**src/include/preset_counter_pkg.sv**
```systemverilog
// Purpose: Shared constants and types of the preset counter output block.
// Assumes: 250 MHz system clock, plain strobe register port.
// Notes: Offsets are byte addresses of 32-bit words.
package preset_counter_pkg;
    localparam int ADDR_W = 8;
    localparam int DATA_W = 32;
    localparam int CNT_W = 32;
    localparam int LEN_W = 10;
    localparam int STAT_W = 4;
    localparam logic [7:0] OFF_CTRL = 8'h00;
    localparam logic [7:0] OFF_PRESET = 8'h04;
    localparam logic [7:0] OFF_PULSE_LEN = 8'h08;
    localparam logic [7:0] OFF_COUNT = 8'h0C;
    localparam logic [7:0] OFF_STATUS = 8'h10;
    localparam logic [7:0] OFF_MASK = 8'h14;
    localparam logic [7:0] OFF_PINS = 8'h18;
    // Pulse length is held in tenths of a second.
    localparam logic [LEN_W-1:0] LEN_MIN = 10'h001;
    localparam logic [LEN_W-1:0] LEN_MAX = 10'h3E8;
    localparam logic [LEN_W-1:0] LEN_RESET = 10'h00A;
    localparam logic [CNT_W-1:0] PRESET_RESET = 32'h0000_0064;
    localparam int CLK_PERIOD_PS = 4000;
    localparam longint TENTH_SEC_PS = 64'd100_000_000_000;
    localparam int TENTH_CYCLES = int'(TENTH_SEC_PS / CLK_PERIOD_PS);
    localparam int SHORT_TIME_NS = 10_000;
    localparam int SHORT_CYCLES = (SHORT_TIME_NS * 1000 + CLK_PERIOD_PS - 1) / CLK_PERIOD_PS;
    localparam int STAT_HIT = 0;
    localparam int STAT_PEND = 1;
    localparam int STAT_CLR = 2;
    localparam int STAT_SHORT = 3;
    typedef enum logic [1:0] {
        PIN2_OFF = 2'b00,
        PIN2_RESET = 2'b01,
        PIN2_INVERT = 2'b10
    } pin2_fn_e;
    typedef enum logic [1:0] {
        RST_RISE = 2'b00,
        RST_FALL = 2'b01,
        RST_HIGH = 2'b10,
        RST_LOW = 2'b11
    } rst_mode_e;
    typedef enum logic [2:0] {
        OUT_IDLE = 3'b001,
        OUT_LATCH = 3'b010,
        OUT_PULSE = 3'b100
    } out_state_e;
    typedef struct packed {
        logic pin1_pp;
        rst_mode_e rst_mode;
        pin2_fn_e pin2_fn;
        logic pin1_preset;
        logic pol_neg;
        logic pulse_mode;
    } cfg_s;
    localparam int CFG_W = $bits(cfg_s);
    localparam cfg_s CFG_RESET = cfg_s'(8'h04);
    typedef struct packed {
        logic [1:0] rise;
        logic [1:0] fall;
        logic [1:0] level;
    } pin_sense_s;
endpackage

```
**src/design/preset_counter_output.sv**
```systemverilog
// Purpose: Preset counter with switching output on pin 1 and reset input on pin 2.
// Assumes: count_pulse_i is a one-cycle event from logic on sys_clk_i.
// Notes: Pin 1 doubles as the IO-Link line while iol_mode_i is high.
// Notes on behaviour
// - Static mode: output goes active at preset and stays until counter reset.
// - Pulse mode: output goes active at preset, idles after pulse length.
// - Pulse length 0.1 to 100.0 s, used only in pulse mode.
// - Positive polarity drives high when active in push-pull and releases the line in open-drain; negative drives low when active.
// - The counter reset input exists only on pin 2.
// - Rising-edge mode clears the count on each rising edge, then counts on.
// - Falling-edge mode clears the count on each falling edge, then counts on.
// - High-level mode holds count at zero while input high.
// - Low-level mode holds count at zero while input low.
// - Inversion function drives pin 2 as complement of pin 1.
// - In IO-Link mode pin 1 is the line; counter output is off.
// - In IO-Link mode settings except the interrupt mask come from the IO-Link port only; the mask is written only from the manual port.
// - Pin 2 pulled to ground while driven high reports a short fault.
// - The preset counter output exists only on pin 1.
//
// The register offsets and the plain strobed port were decided locally.
`timescale 1ns/1ps
module preset_counter_output #(
    parameter int TICK_CYCLES = preset_counter_pkg::TENTH_CYCLES
) (
    input wire logic sys_clk_i,
    input wire logic rst_n_i,
    input wire logic [preset_counter_pkg::ADDR_W-1:0] addr_i,
    input wire logic [preset_counter_pkg::DATA_W-1:0] wdata_i,
    input wire logic wr_i,
    input wire logic rd_i,
    output logic [preset_counter_pkg::DATA_W-1:0] rdata_o,
    input wire logic [preset_counter_pkg::ADDR_W-1:0] iol_addr_i,
    input wire logic [preset_counter_pkg::DATA_W-1:0] iol_wdata_i,
    input wire logic iol_wr_i,
    input wire logic iol_mode_i,
    input wire logic iol_tx_i,
    input wire logic iol_txen_i,
    output logic iol_rx_o,
    input wire logic count_pulse_i,
    input wire logic pin1_i,
    output logic pin1_o,
    output logic pin1_oe_o,
    input wire logic pin2_i,
    output logic pin2_o,
    output logic pin2_oe_o,
    output logic irq_o
);
    import preset_counter_pkg::*;

    cfg_s cfg_reg;
    logic [CNT_W-1:0] preset_reg;
    logic [LEN_W-1:0] len_reg;
    logic [CNT_W-1:0] count_reg;
    logic hit_done_reg;
    out_state_e state_reg;
    out_state_e state_next;
    logic [STAT_W-1:0] status_reg;
    logic [STAT_W-1:0] mask_reg;
    logic [31:0] short_cnt_reg;
    logic short_reg;
    pin_sense_s sense;
    logic cfg_wr;
    logic [ADDR_W-1:0] cfg_addr;
    logic [DATA_W-1:0] cfg_data;
    logic ctr_clear;
    logic ctr_hold;
    logic hit;
    logic timer_start;
    logic timer_abort;
    logic timer_done;
    logic active;
    logic out_level;
    logic [STAT_W-1:0] events;
    logic status_rd;

    function automatic logic [LEN_W-1:0] clamp_len(input logic [DATA_W-1:0] v);
        if (v < DATA_W'(LEN_MIN)) begin
            return LEN_MIN;
        end else if (v > DATA_W'(LEN_MAX)) begin
            return LEN_MAX;
        end
        return v[LEN_W-1:0];
    endfunction

    pin_sync u_sync (
        .sys_clk_i(sys_clk_i),
        .rst_n_i(rst_n_i),
        .pin_i({pin2_i, pin1_i}),
        .sense_o(sense)
    );

    // In IO-Link mode the manual port is locked out so a stale write cannot win.
    always_comb begin
        if (iol_mode_i) begin
            cfg_wr = iol_wr_i;
            cfg_addr = iol_addr_i;
            cfg_data = iol_wdata_i;
        end else begin
            cfg_wr = wr_i;
            cfg_addr = addr_i;
            cfg_data = wdata_i;
        end
    end

    always_ff @(posedge sys_clk_i) begin
        if (!rst_n_i) begin
            cfg_reg <= CFG_RESET;
            preset_reg <= PRESET_RESET;
            len_reg <= LEN_RESET;
        end else if (cfg_wr) begin
            if (cfg_addr == OFF_CTRL) begin
                cfg_reg <= cfg_s'(cfg_data[CFG_W-1:0]);
            end
            if (cfg_addr == OFF_PRESET) begin
                preset_reg <= cfg_data;
            end
            if (cfg_addr == OFF_PULSE_LEN) begin
                len_reg <= clamp_len(cfg_data);
            end
        end
    end

    always_ff @(posedge sys_clk_i) begin
        if (!rst_n_i) begin
            mask_reg <= '0;
        end else if (wr_i && addr_i == OFF_MASK) begin
            mask_reg <= wdata_i[STAT_W-1:0];
        end
    end

    // Only pin 2 carries the reset input; pin 1 never feeds the counter.
    always_comb begin
        ctr_clear = 1'b0;
        ctr_hold = 1'b0;
        if (cfg_reg.pin2_fn == PIN2_RESET) begin
            unique case (cfg_reg.rst_mode)
                RST_RISE: ctr_clear = sense.rise[1];
                RST_FALL: ctr_clear = sense.fall[1];
                RST_HIGH: ctr_hold = sense.level[1];
                RST_LOW: ctr_hold = ~sense.level[1];
            endcase
        end
    end

    // The count saturates rather than wrapping, so a missed reset cannot re-fire the hit.
    always_ff @(posedge sys_clk_i) begin
        if (!rst_n_i) begin
            count_reg <= '0;
        end else if (ctr_clear || ctr_hold) begin
            count_reg <= '0;
        end else if (count_pulse_i && count_reg != '1) begin
            count_reg <= count_reg + CNT_W'(1);
        end
    end

    assign hit = (count_reg >= preset_reg) && !hit_done_reg && !ctr_clear && !ctr_hold;

    always_ff @(posedge sys_clk_i) begin
        if (!rst_n_i) begin
            hit_done_reg <= 1'b0;
        end else if (ctr_clear || ctr_hold) begin
            hit_done_reg <= 1'b0;
        end else if (hit) begin
            hit_done_reg <= 1'b1;
        end
    end

    always_comb begin
        state_next = state_reg;
        timer_start = 1'b0;
        timer_abort = 1'b0;
        unique case (state_reg)
            OUT_IDLE: begin
                if (hit && cfg_reg.pin1_preset && !iol_mode_i) begin
                    if (cfg_reg.pulse_mode) begin
                        state_next = OUT_PULSE;
                        timer_start = 1'b1;
                    end else begin
                        state_next = OUT_LATCH;
                    end
                end
            end
            OUT_LATCH: begin
                if (ctr_clear || ctr_hold || iol_mode_i || !cfg_reg.pin1_preset) begin
                    state_next = OUT_IDLE;
                end
            end
            OUT_PULSE: begin
                if (iol_mode_i || !cfg_reg.pin1_preset) begin
                    state_next = OUT_IDLE;
                    timer_abort = 1'b1;
                end else if (timer_done) begin
                    state_next = OUT_IDLE;
                end
            end
            default: state_next = OUT_IDLE;
        endcase
    end

    always_ff @(posedge sys_clk_i) begin
        if (!rst_n_i) begin
            state_reg <= OUT_IDLE;
        end else begin
            state_reg <= state_next;
        end
    end

    pulse_timer #(
        .TICK_CYCLES(TICK_CYCLES)
    ) u_timer (
        .sys_clk_i(sys_clk_i),
        .rst_n_i(rst_n_i),
        .start_i(timer_start),
        .abort_i(timer_abort),
        .len_i(len_reg),
        .done_o(timer_done)
    );

    assign active = (state_reg != OUT_IDLE);
    assign out_level = active ^ cfg_reg.pol_neg;

    always_ff @(posedge sys_clk_i) begin
        if (!rst_n_i) begin
            pin1_o <= 1'b0;
            pin1_oe_o <= 1'b0;
            iol_rx_o <= 1'b0;
        end else begin
            iol_rx_o <= sense.level[0];
            if (iol_mode_i) begin
                pin1_o <= iol_tx_i;
                pin1_oe_o <= iol_txen_i;
            end else if (cfg_reg.pin1_preset) begin
                pin1_o <= out_level;
                // Open-drain drives only the low level; push-pull drives both.
                pin1_oe_o <= cfg_reg.pin1_pp | ~out_level;
            end else begin
                pin1_o <= 1'b0;
                pin1_oe_o <= 1'b0;
            end
        end
    end

    always_ff @(posedge sys_clk_i) begin
        if (!rst_n_i) begin
            pin2_o <= 1'b0;
            pin2_oe_o <= 1'b0;
        end else if (cfg_reg.pin2_fn == PIN2_INVERT && !iol_mode_i) begin
            pin2_o <= ~out_level;
            pin2_oe_o <= 1'b1;
        end else begin
            pin2_o <= 1'b0;
            pin2_oe_o <= 1'b0;
        end
    end

    // A driven-high pin 2 that reads low for the whole window is shorted to ground.
    always_ff @(posedge sys_clk_i) begin
        if (!rst_n_i) begin
            short_cnt_reg <= 32'h0000_0000;
            short_reg <= 1'b0;
        end else if (pin2_oe_o && pin2_o && !sense.level[1]) begin
            if (short_cnt_reg == 32'(SHORT_CYCLES - 1)) begin
                short_reg <= 1'b1;
            end else begin
                short_cnt_reg <= short_cnt_reg + 32'h0000_0001;
            end
        end else begin
            short_cnt_reg <= 32'h0000_0000;
            short_reg <= 1'b0;
        end
    end

    always_comb begin
        events = '0;
        events[STAT_HIT] = hit && cfg_reg.pin1_preset && !iol_mode_i;
        events[STAT_PEND] = timer_done;
        events[STAT_CLR] = ctr_clear;
        // The event needs the short to persist, so it fires only with the flag it sets.
        events[STAT_SHORT] = pin2_oe_o && pin2_o && !sense.level[1] && !short_reg
            && (short_cnt_reg == 32'(SHORT_CYCLES - 1));
    end

    assign status_rd = rd_i && addr_i == OFF_STATUS;

    // Set wins over the read-clear so an event in the read cycle survives.
    always_ff @(posedge sys_clk_i) begin
        if (!rst_n_i) begin
            status_reg <= '0;
            irq_o <= 1'b0;
        end else begin
            status_reg <= (status_rd ? '0 : status_reg) | events;
            irq_o <= |(((status_rd ? '0 : status_reg) | events) & mask_reg);
        end
    end

    always_ff @(posedge sys_clk_i) begin
        if (!rst_n_i) begin
            rdata_o <= '0;
        end else if (rd_i) begin
            unique case (addr_i)
                OFF_CTRL: rdata_o <= DATA_W'(cfg_reg);
                OFF_PRESET: rdata_o <= preset_reg;
                OFF_PULSE_LEN: rdata_o <= DATA_W'(len_reg);
                OFF_COUNT: rdata_o <= count_reg;
                OFF_STATUS: rdata_o <= DATA_W'(status_reg);
                OFF_MASK: rdata_o <= DATA_W'(mask_reg);
                OFF_PINS: rdata_o <= DATA_W'({short_reg, sense.level, pin2_o, pin1_o, active});
                default: rdata_o <= '0;
            endcase
        end else begin
            rdata_o <= '0;
        end
    end
endmodule

```
**src/design/pin_sync.sv**
```systemverilog
// Purpose: Two-stage synchroniser with edge detection for both pins.
// Assumes: Pin levels are asynchronous to the system clock.
// Notes: Edges are derived only from the second stage and its delayed copy.
`timescale 1ns/1ps
module pin_sync (
    input wire logic sys_clk_i,
    input wire logic rst_n_i,
    input wire logic [1:0] pin_i,
    output preset_counter_pkg::pin_sense_s sense_o
);
    import preset_counter_pkg::*;
    logic [1:0] meta_reg;
    logic [1:0] sync_reg;
    logic [1:0] prev_reg;

    always_ff @(posedge sys_clk_i) begin
        if (!rst_n_i) begin
            meta_reg <= 2'h0;
            sync_reg <= 2'h0;
            prev_reg <= 2'h0;
        end else begin
            meta_reg <= pin_i;
            sync_reg <= meta_reg;
            prev_reg <= sync_reg;
        end
    end

    assign sense_o = pin_sense_s'{
        rise: sync_reg & ~prev_reg,
        fall: ~sync_reg & prev_reg,
        level: sync_reg
    };
endmodule

```
**src/design/pulse_timer.sv**
```systemverilog
// Purpose: Times the output pulse in tenths of a second.
// Assumes: Start arrives only while idle; abort ends a pulse early.
// Notes: TICK_CYCLES is a parameter so simulation can shorten a tenth.
`timescale 1ns/1ps
module pulse_timer #(
    parameter int TICK_CYCLES = preset_counter_pkg::TENTH_CYCLES
) (
    input wire logic sys_clk_i,
    input wire logic rst_n_i,
    input wire logic start_i,
    input wire logic abort_i,
    input wire logic [preset_counter_pkg::LEN_W-1:0] len_i,
    output logic done_o
);
    import preset_counter_pkg::*;
    logic busy_reg;
    logic [31:0] tick_reg;
    logic [LEN_W-1:0] left_reg;
    logic tick_end;

    assign tick_end = (tick_reg == 32'(TICK_CYCLES - 1));

    always_ff @(posedge sys_clk_i) begin
        if (!rst_n_i) begin
            busy_reg <= 1'b0;
            tick_reg <= 32'h0000_0000;
            left_reg <= '0;
            done_o <= 1'b0;
        end else begin
            done_o <= 1'b0;
            if (start_i) begin
                busy_reg <= 1'b1;
                tick_reg <= 32'h0000_0000;
                left_reg <= len_i;
            end else if (abort_i) begin
                busy_reg <= 1'b0;
            end else if (busy_reg) begin
                tick_reg <= tick_end ? 32'h0000_0000 : tick_reg + 32'h0000_0001;
                if (tick_end) begin
                    left_reg <= left_reg - LEN_W'(1);
                    if (left_reg == LEN_W'(1)) begin
                        busy_reg <= 1'b0;
                        done_o <= 1'b1;
                    end
                end
            end
        end
    end
endmodule

```
**config.mk**
```make
export PLATFORM = sky130hd
export DESIGN_NAME = preset_counter_output
export DESIGN_NICKNAME = d
export VERILOG_FILES = /design/src/include/preset_counter_pkg.sv /design/src/design/preset_counter_output.sv /design/src/design/pin_sync.sv /design/src/design/pulse_timer.sv
export SDC_FILE = /design/constraint.sdc
export NUM_CORES = 1
export LEC_CHECK = 0
export ABC_CLOCK_PERIOD_IN_PS = 3540
export BUFFER_PORTS_ARGS = -buffer_cell sky130_fd_sc_hd__buf_2
export CORE_MARGIN = 2
export CORE_UTILIZATION = 39
export DETAILED_ROUTE_END_ITERATION = 10
export MAX_ROUTING_LAYER = met4
export SLEW_MARGIN = 20
export SYNTH_ARGS = -nofsm -noshare
export SYNTH_HDL_FRONTEND = slang
export SYNTH_SLANG_ARGS = --single-unit
```
**constraint.sdc**
```tcl
create_clock -name sys_clk_i -period 3.54 [get_ports sys_clk_i]
set_input_delay 0.531 -clock sys_clk_i [delete_from_list [all_inputs] [get_ports sys_clk_i]]
set_output_delay 0.531 -clock sys_clk_i [all_outputs]
set_load 0.01 [all_outputs]
```
==> impl_metrics.csv <==
group,metric,value,unit
logic_synthesis,synth_edf_count,0,
cts,clk_latency,0.52,ns
sta,hold_viol,0,
logic_synthesis,ys_seq_area_share,39.5,%
cells_and_area,layout_common_cells,"214 x dfxtp_1, 130 x nor2_1, 128 x buf_2",
cts,htreeDepth,1,
logic_synthesis,netlist_instances,1251,
sta,fmax,338,MHz
placed_design,place_area,0.0119,mm^2
placed_design,finalWeightedCongestion,0.855,
sta,setup_slack,0.578,ns
sta,setup_viol,0,
route,ant_nets,0,
power_and_ir_drop,sw_frac_of_total,22.0,%
placed_design,pre_cts_ws,0.548,ns
floorplanning,pin_count,129,
logic_synthesis,synth_cell_types,66,
worst_setup_path,startpoint_type,"flop",
logic_synthesis,synth_area_leader_cell,"dfxtp_1",
cts,cts_made_buffers,25,
cts,cts_tree,"yes",
floorplanning,dieArea,0.0292,mm^2
route,wire_per_inst,16.6,um
cells_and_area,finalNetCount,1490,
power_and_ir_drop,p_comb_share,4.7,%
worst_setup_path,critPathRequiredTime,3.91,ns
route,drc,0,
placed_design,place_hpwl,21400,um
power_and_ir_drop,seqPwrFrac,45.6,%
floorplanning,die_x,171,um
floorplanning,core_region_area,0.0276,mm^2
logic_synthesis,syn_area,0.0109,mm^2
cts,clockRootBuffer,"clkbuf_16",
logic_synthesis,synth_area_per_cell,8.68,um^2
sta,tightestPinTransition,0.723,ns
cts,path_clk_slew,0.06,ns
sta,period_minus_slack,2.96,ns
power_and_ir_drop,p_switching,1.17,mW
floorplanning,rows,61,
cells_and_area,n_antenna_cell,0,
cts,cts_hold_buffers,0,
global_route,grt_overflow_total,0,
status,status,"complete, no violations",
route,dr.pass1.iters,5,
power_and_ir_drop,leakagePower,5.40,nW
logic_synthesis,synth-async-reset-ratio,0,%
logic_synthesis,synth_top_area_share,39.5,%
logic_synthesis,synth_nets,1379,
worst_setup_path,worst-setup-path-type,"flop to flop",
power_and_ir_drop,cell_internal_pwr,4.15,mW
power_and_ir_drop,power_density,418,mW/mm^2
cells_and_area,fin_area,0.0127,mm^2
cells_and_area,final_common_cell,"dfxtp_1",
cts,clockBufferDepth,3,
worst_setup_path,end_kind,"flop",
worst_setup_path,worst_r2r_path_depth,7,
floorplanning,fp.dieH,171,um
power_and_ir_drop,vdd_ir_drop_max,0.279,mV
cts,cts.sinks,214,
logic_synthesis,synth-seq-cells,214,
power_and_ir_drop,design_power_total,5.32,mW
cells_and_area,final_util,46.1,%
route,via_per_inst,5.41,
route,drtIter0Drc,595,
logic_synthesis,yosysWarnings,0,
logic_synthesis,synthTopCellsByArea,"dfxtp_1 39%, mux2i_1 5.3%, nor2_1 4.5%",
route,route.final.wire_length,29100,um
cells_and_area,final_layout_size_suffix_gt1_share,15.1,%
global_route,grt_pass1_vias,9139,
sta,skew,0.00902,ns
global_route,grt_pass1_wl,47100,um
worst_hold_path,min_path_cells,2,
sta,drv_slew,0,
global_route,track_usage,20.5,%
cells_and_area,area.growth.synth_to_final,17.1,%
floorplanning,initial_core_util,39.4,%
global_route,grt_max_degree,65,
worst_setup_path,critPathMaxFanout,12,
sta,fin_crit_sh,83.7,%
route,num_vias,9507,
worst_hold_path,hp-class,"input port to flop",
sta,slew_headroom,51.3,%
global_route,antenna_found_initial,1,
flow_run,cap_violations,0,
cts,post-cts-setup-buffers,0,
cts,post_cts_resized,0,
worst_setup_path,cp.arrival,3.34,ns
power_and_ir_drop,clkPwrFrac,49.8,%
placed_design,numPortBuffers,128,
sta,rsz0062_at_grt,"no",
logic_synthesis,synth_ff_type,"dfxtp_1",
sta,finalSetupTns,0,ns
[layout make-up]
class                   instances  area (um^2)
fillers                      2730        14800
clock buffers                  34          719
clock inverters                10          128
well taps                     378          473
inverters                      57          214
flip-flops and latches        214         4280
multi-input cells             921         6120
repair buffers                143          766
[Yosys cell counts (7+ instances only)]
cell,instances
nand2_1,128
nand2b_1,9
or4_1,7
a22oi_1,10
mux2i_1,57
a21oi_1,33
nor3b_1,8
inv_1,57
nor4_1,36
a31oi_1,12
o21ai_0,45
and3_1,31
nand4_1,31
and2_1,13
mux4_2,7
or3_1,17
nand3_1,55
clkbuf_1,44
a21boi_0,10
dfxtp_1,214
ha_1,37
nor2_1,130
xor2_1,47
o211a_1,43
and4_1,16
xnor2_1,35
nor2b_1,12
nor3_1,27
buf_2,9
[per-layer routing]
metal  global-route usage, %  wire (um)
met1                    27.6      13700
met2                    32.4      13000
met3                    3.35       1710
met4                    4.90        605
met5                       -          0
[power by group through the flow]
stage | Clock [mW] | Combinational [mW] | Sequential, mW
finish | 2.64 | 0.247 | 2.42
global route | 2.82 | 0.269 | 2.42
CTS | 2.71 | 0.247 | 2.42
detailed placement | 0 | 0.246 | 2.48
global placement | 0 | 0.246 | 2.48
floorplan | 0 | 0.127 | 2.47
[worst paths after layout]
kind / from / endpoint / slack [ns]
setup / recovery: count_reg[5] / u_timer.busy_reg / 0.58
hold reg to reg: u_sync.meta_reg[0] / u_sync.sync_reg[0] / 0.44
setup reg to reg: count_reg[5] / u_timer.busy_reg / 0.58
hold / removal: pin1_i / u_sync.meta_reg[0] / 0.22
[worst max-delay path: stages (launching register included)]
cell      delay, ns
dfxtp_1        0.41
ha_1           0.27
and3_1         0.19
o311a_1        0.33
o21ai_0        0.40
a311o_1        0.59
and2_1         0.48
a21boi_0       0.15
[cell families after synthesis]
logic type                 after synthesis  share of synthesized area (%)
buffers and inverters                  116                           4.18
adders and majority gates               37                           4.27
muxes                                   69                           7.23
and+or+nand+nor                        538                           25.2
DFF                                    214                           39.5
AOI/OAI and AO/OA                      195                           13.0
xor gates and xnor gates                82                           6.62
[stage by stage]
step | hold WS (ns) | std cells
2_1_floorplan | 0.412 | 1251
3_3_place_gp | 0.431 | 1713
3_5_place_dp | 0.421 | 1713
4_1_cts | 0.204 | 1757
5_1_grt | 0.225 | 1757
6_report | 0.223 | 1757
Power figures use the tool's default switching activity.
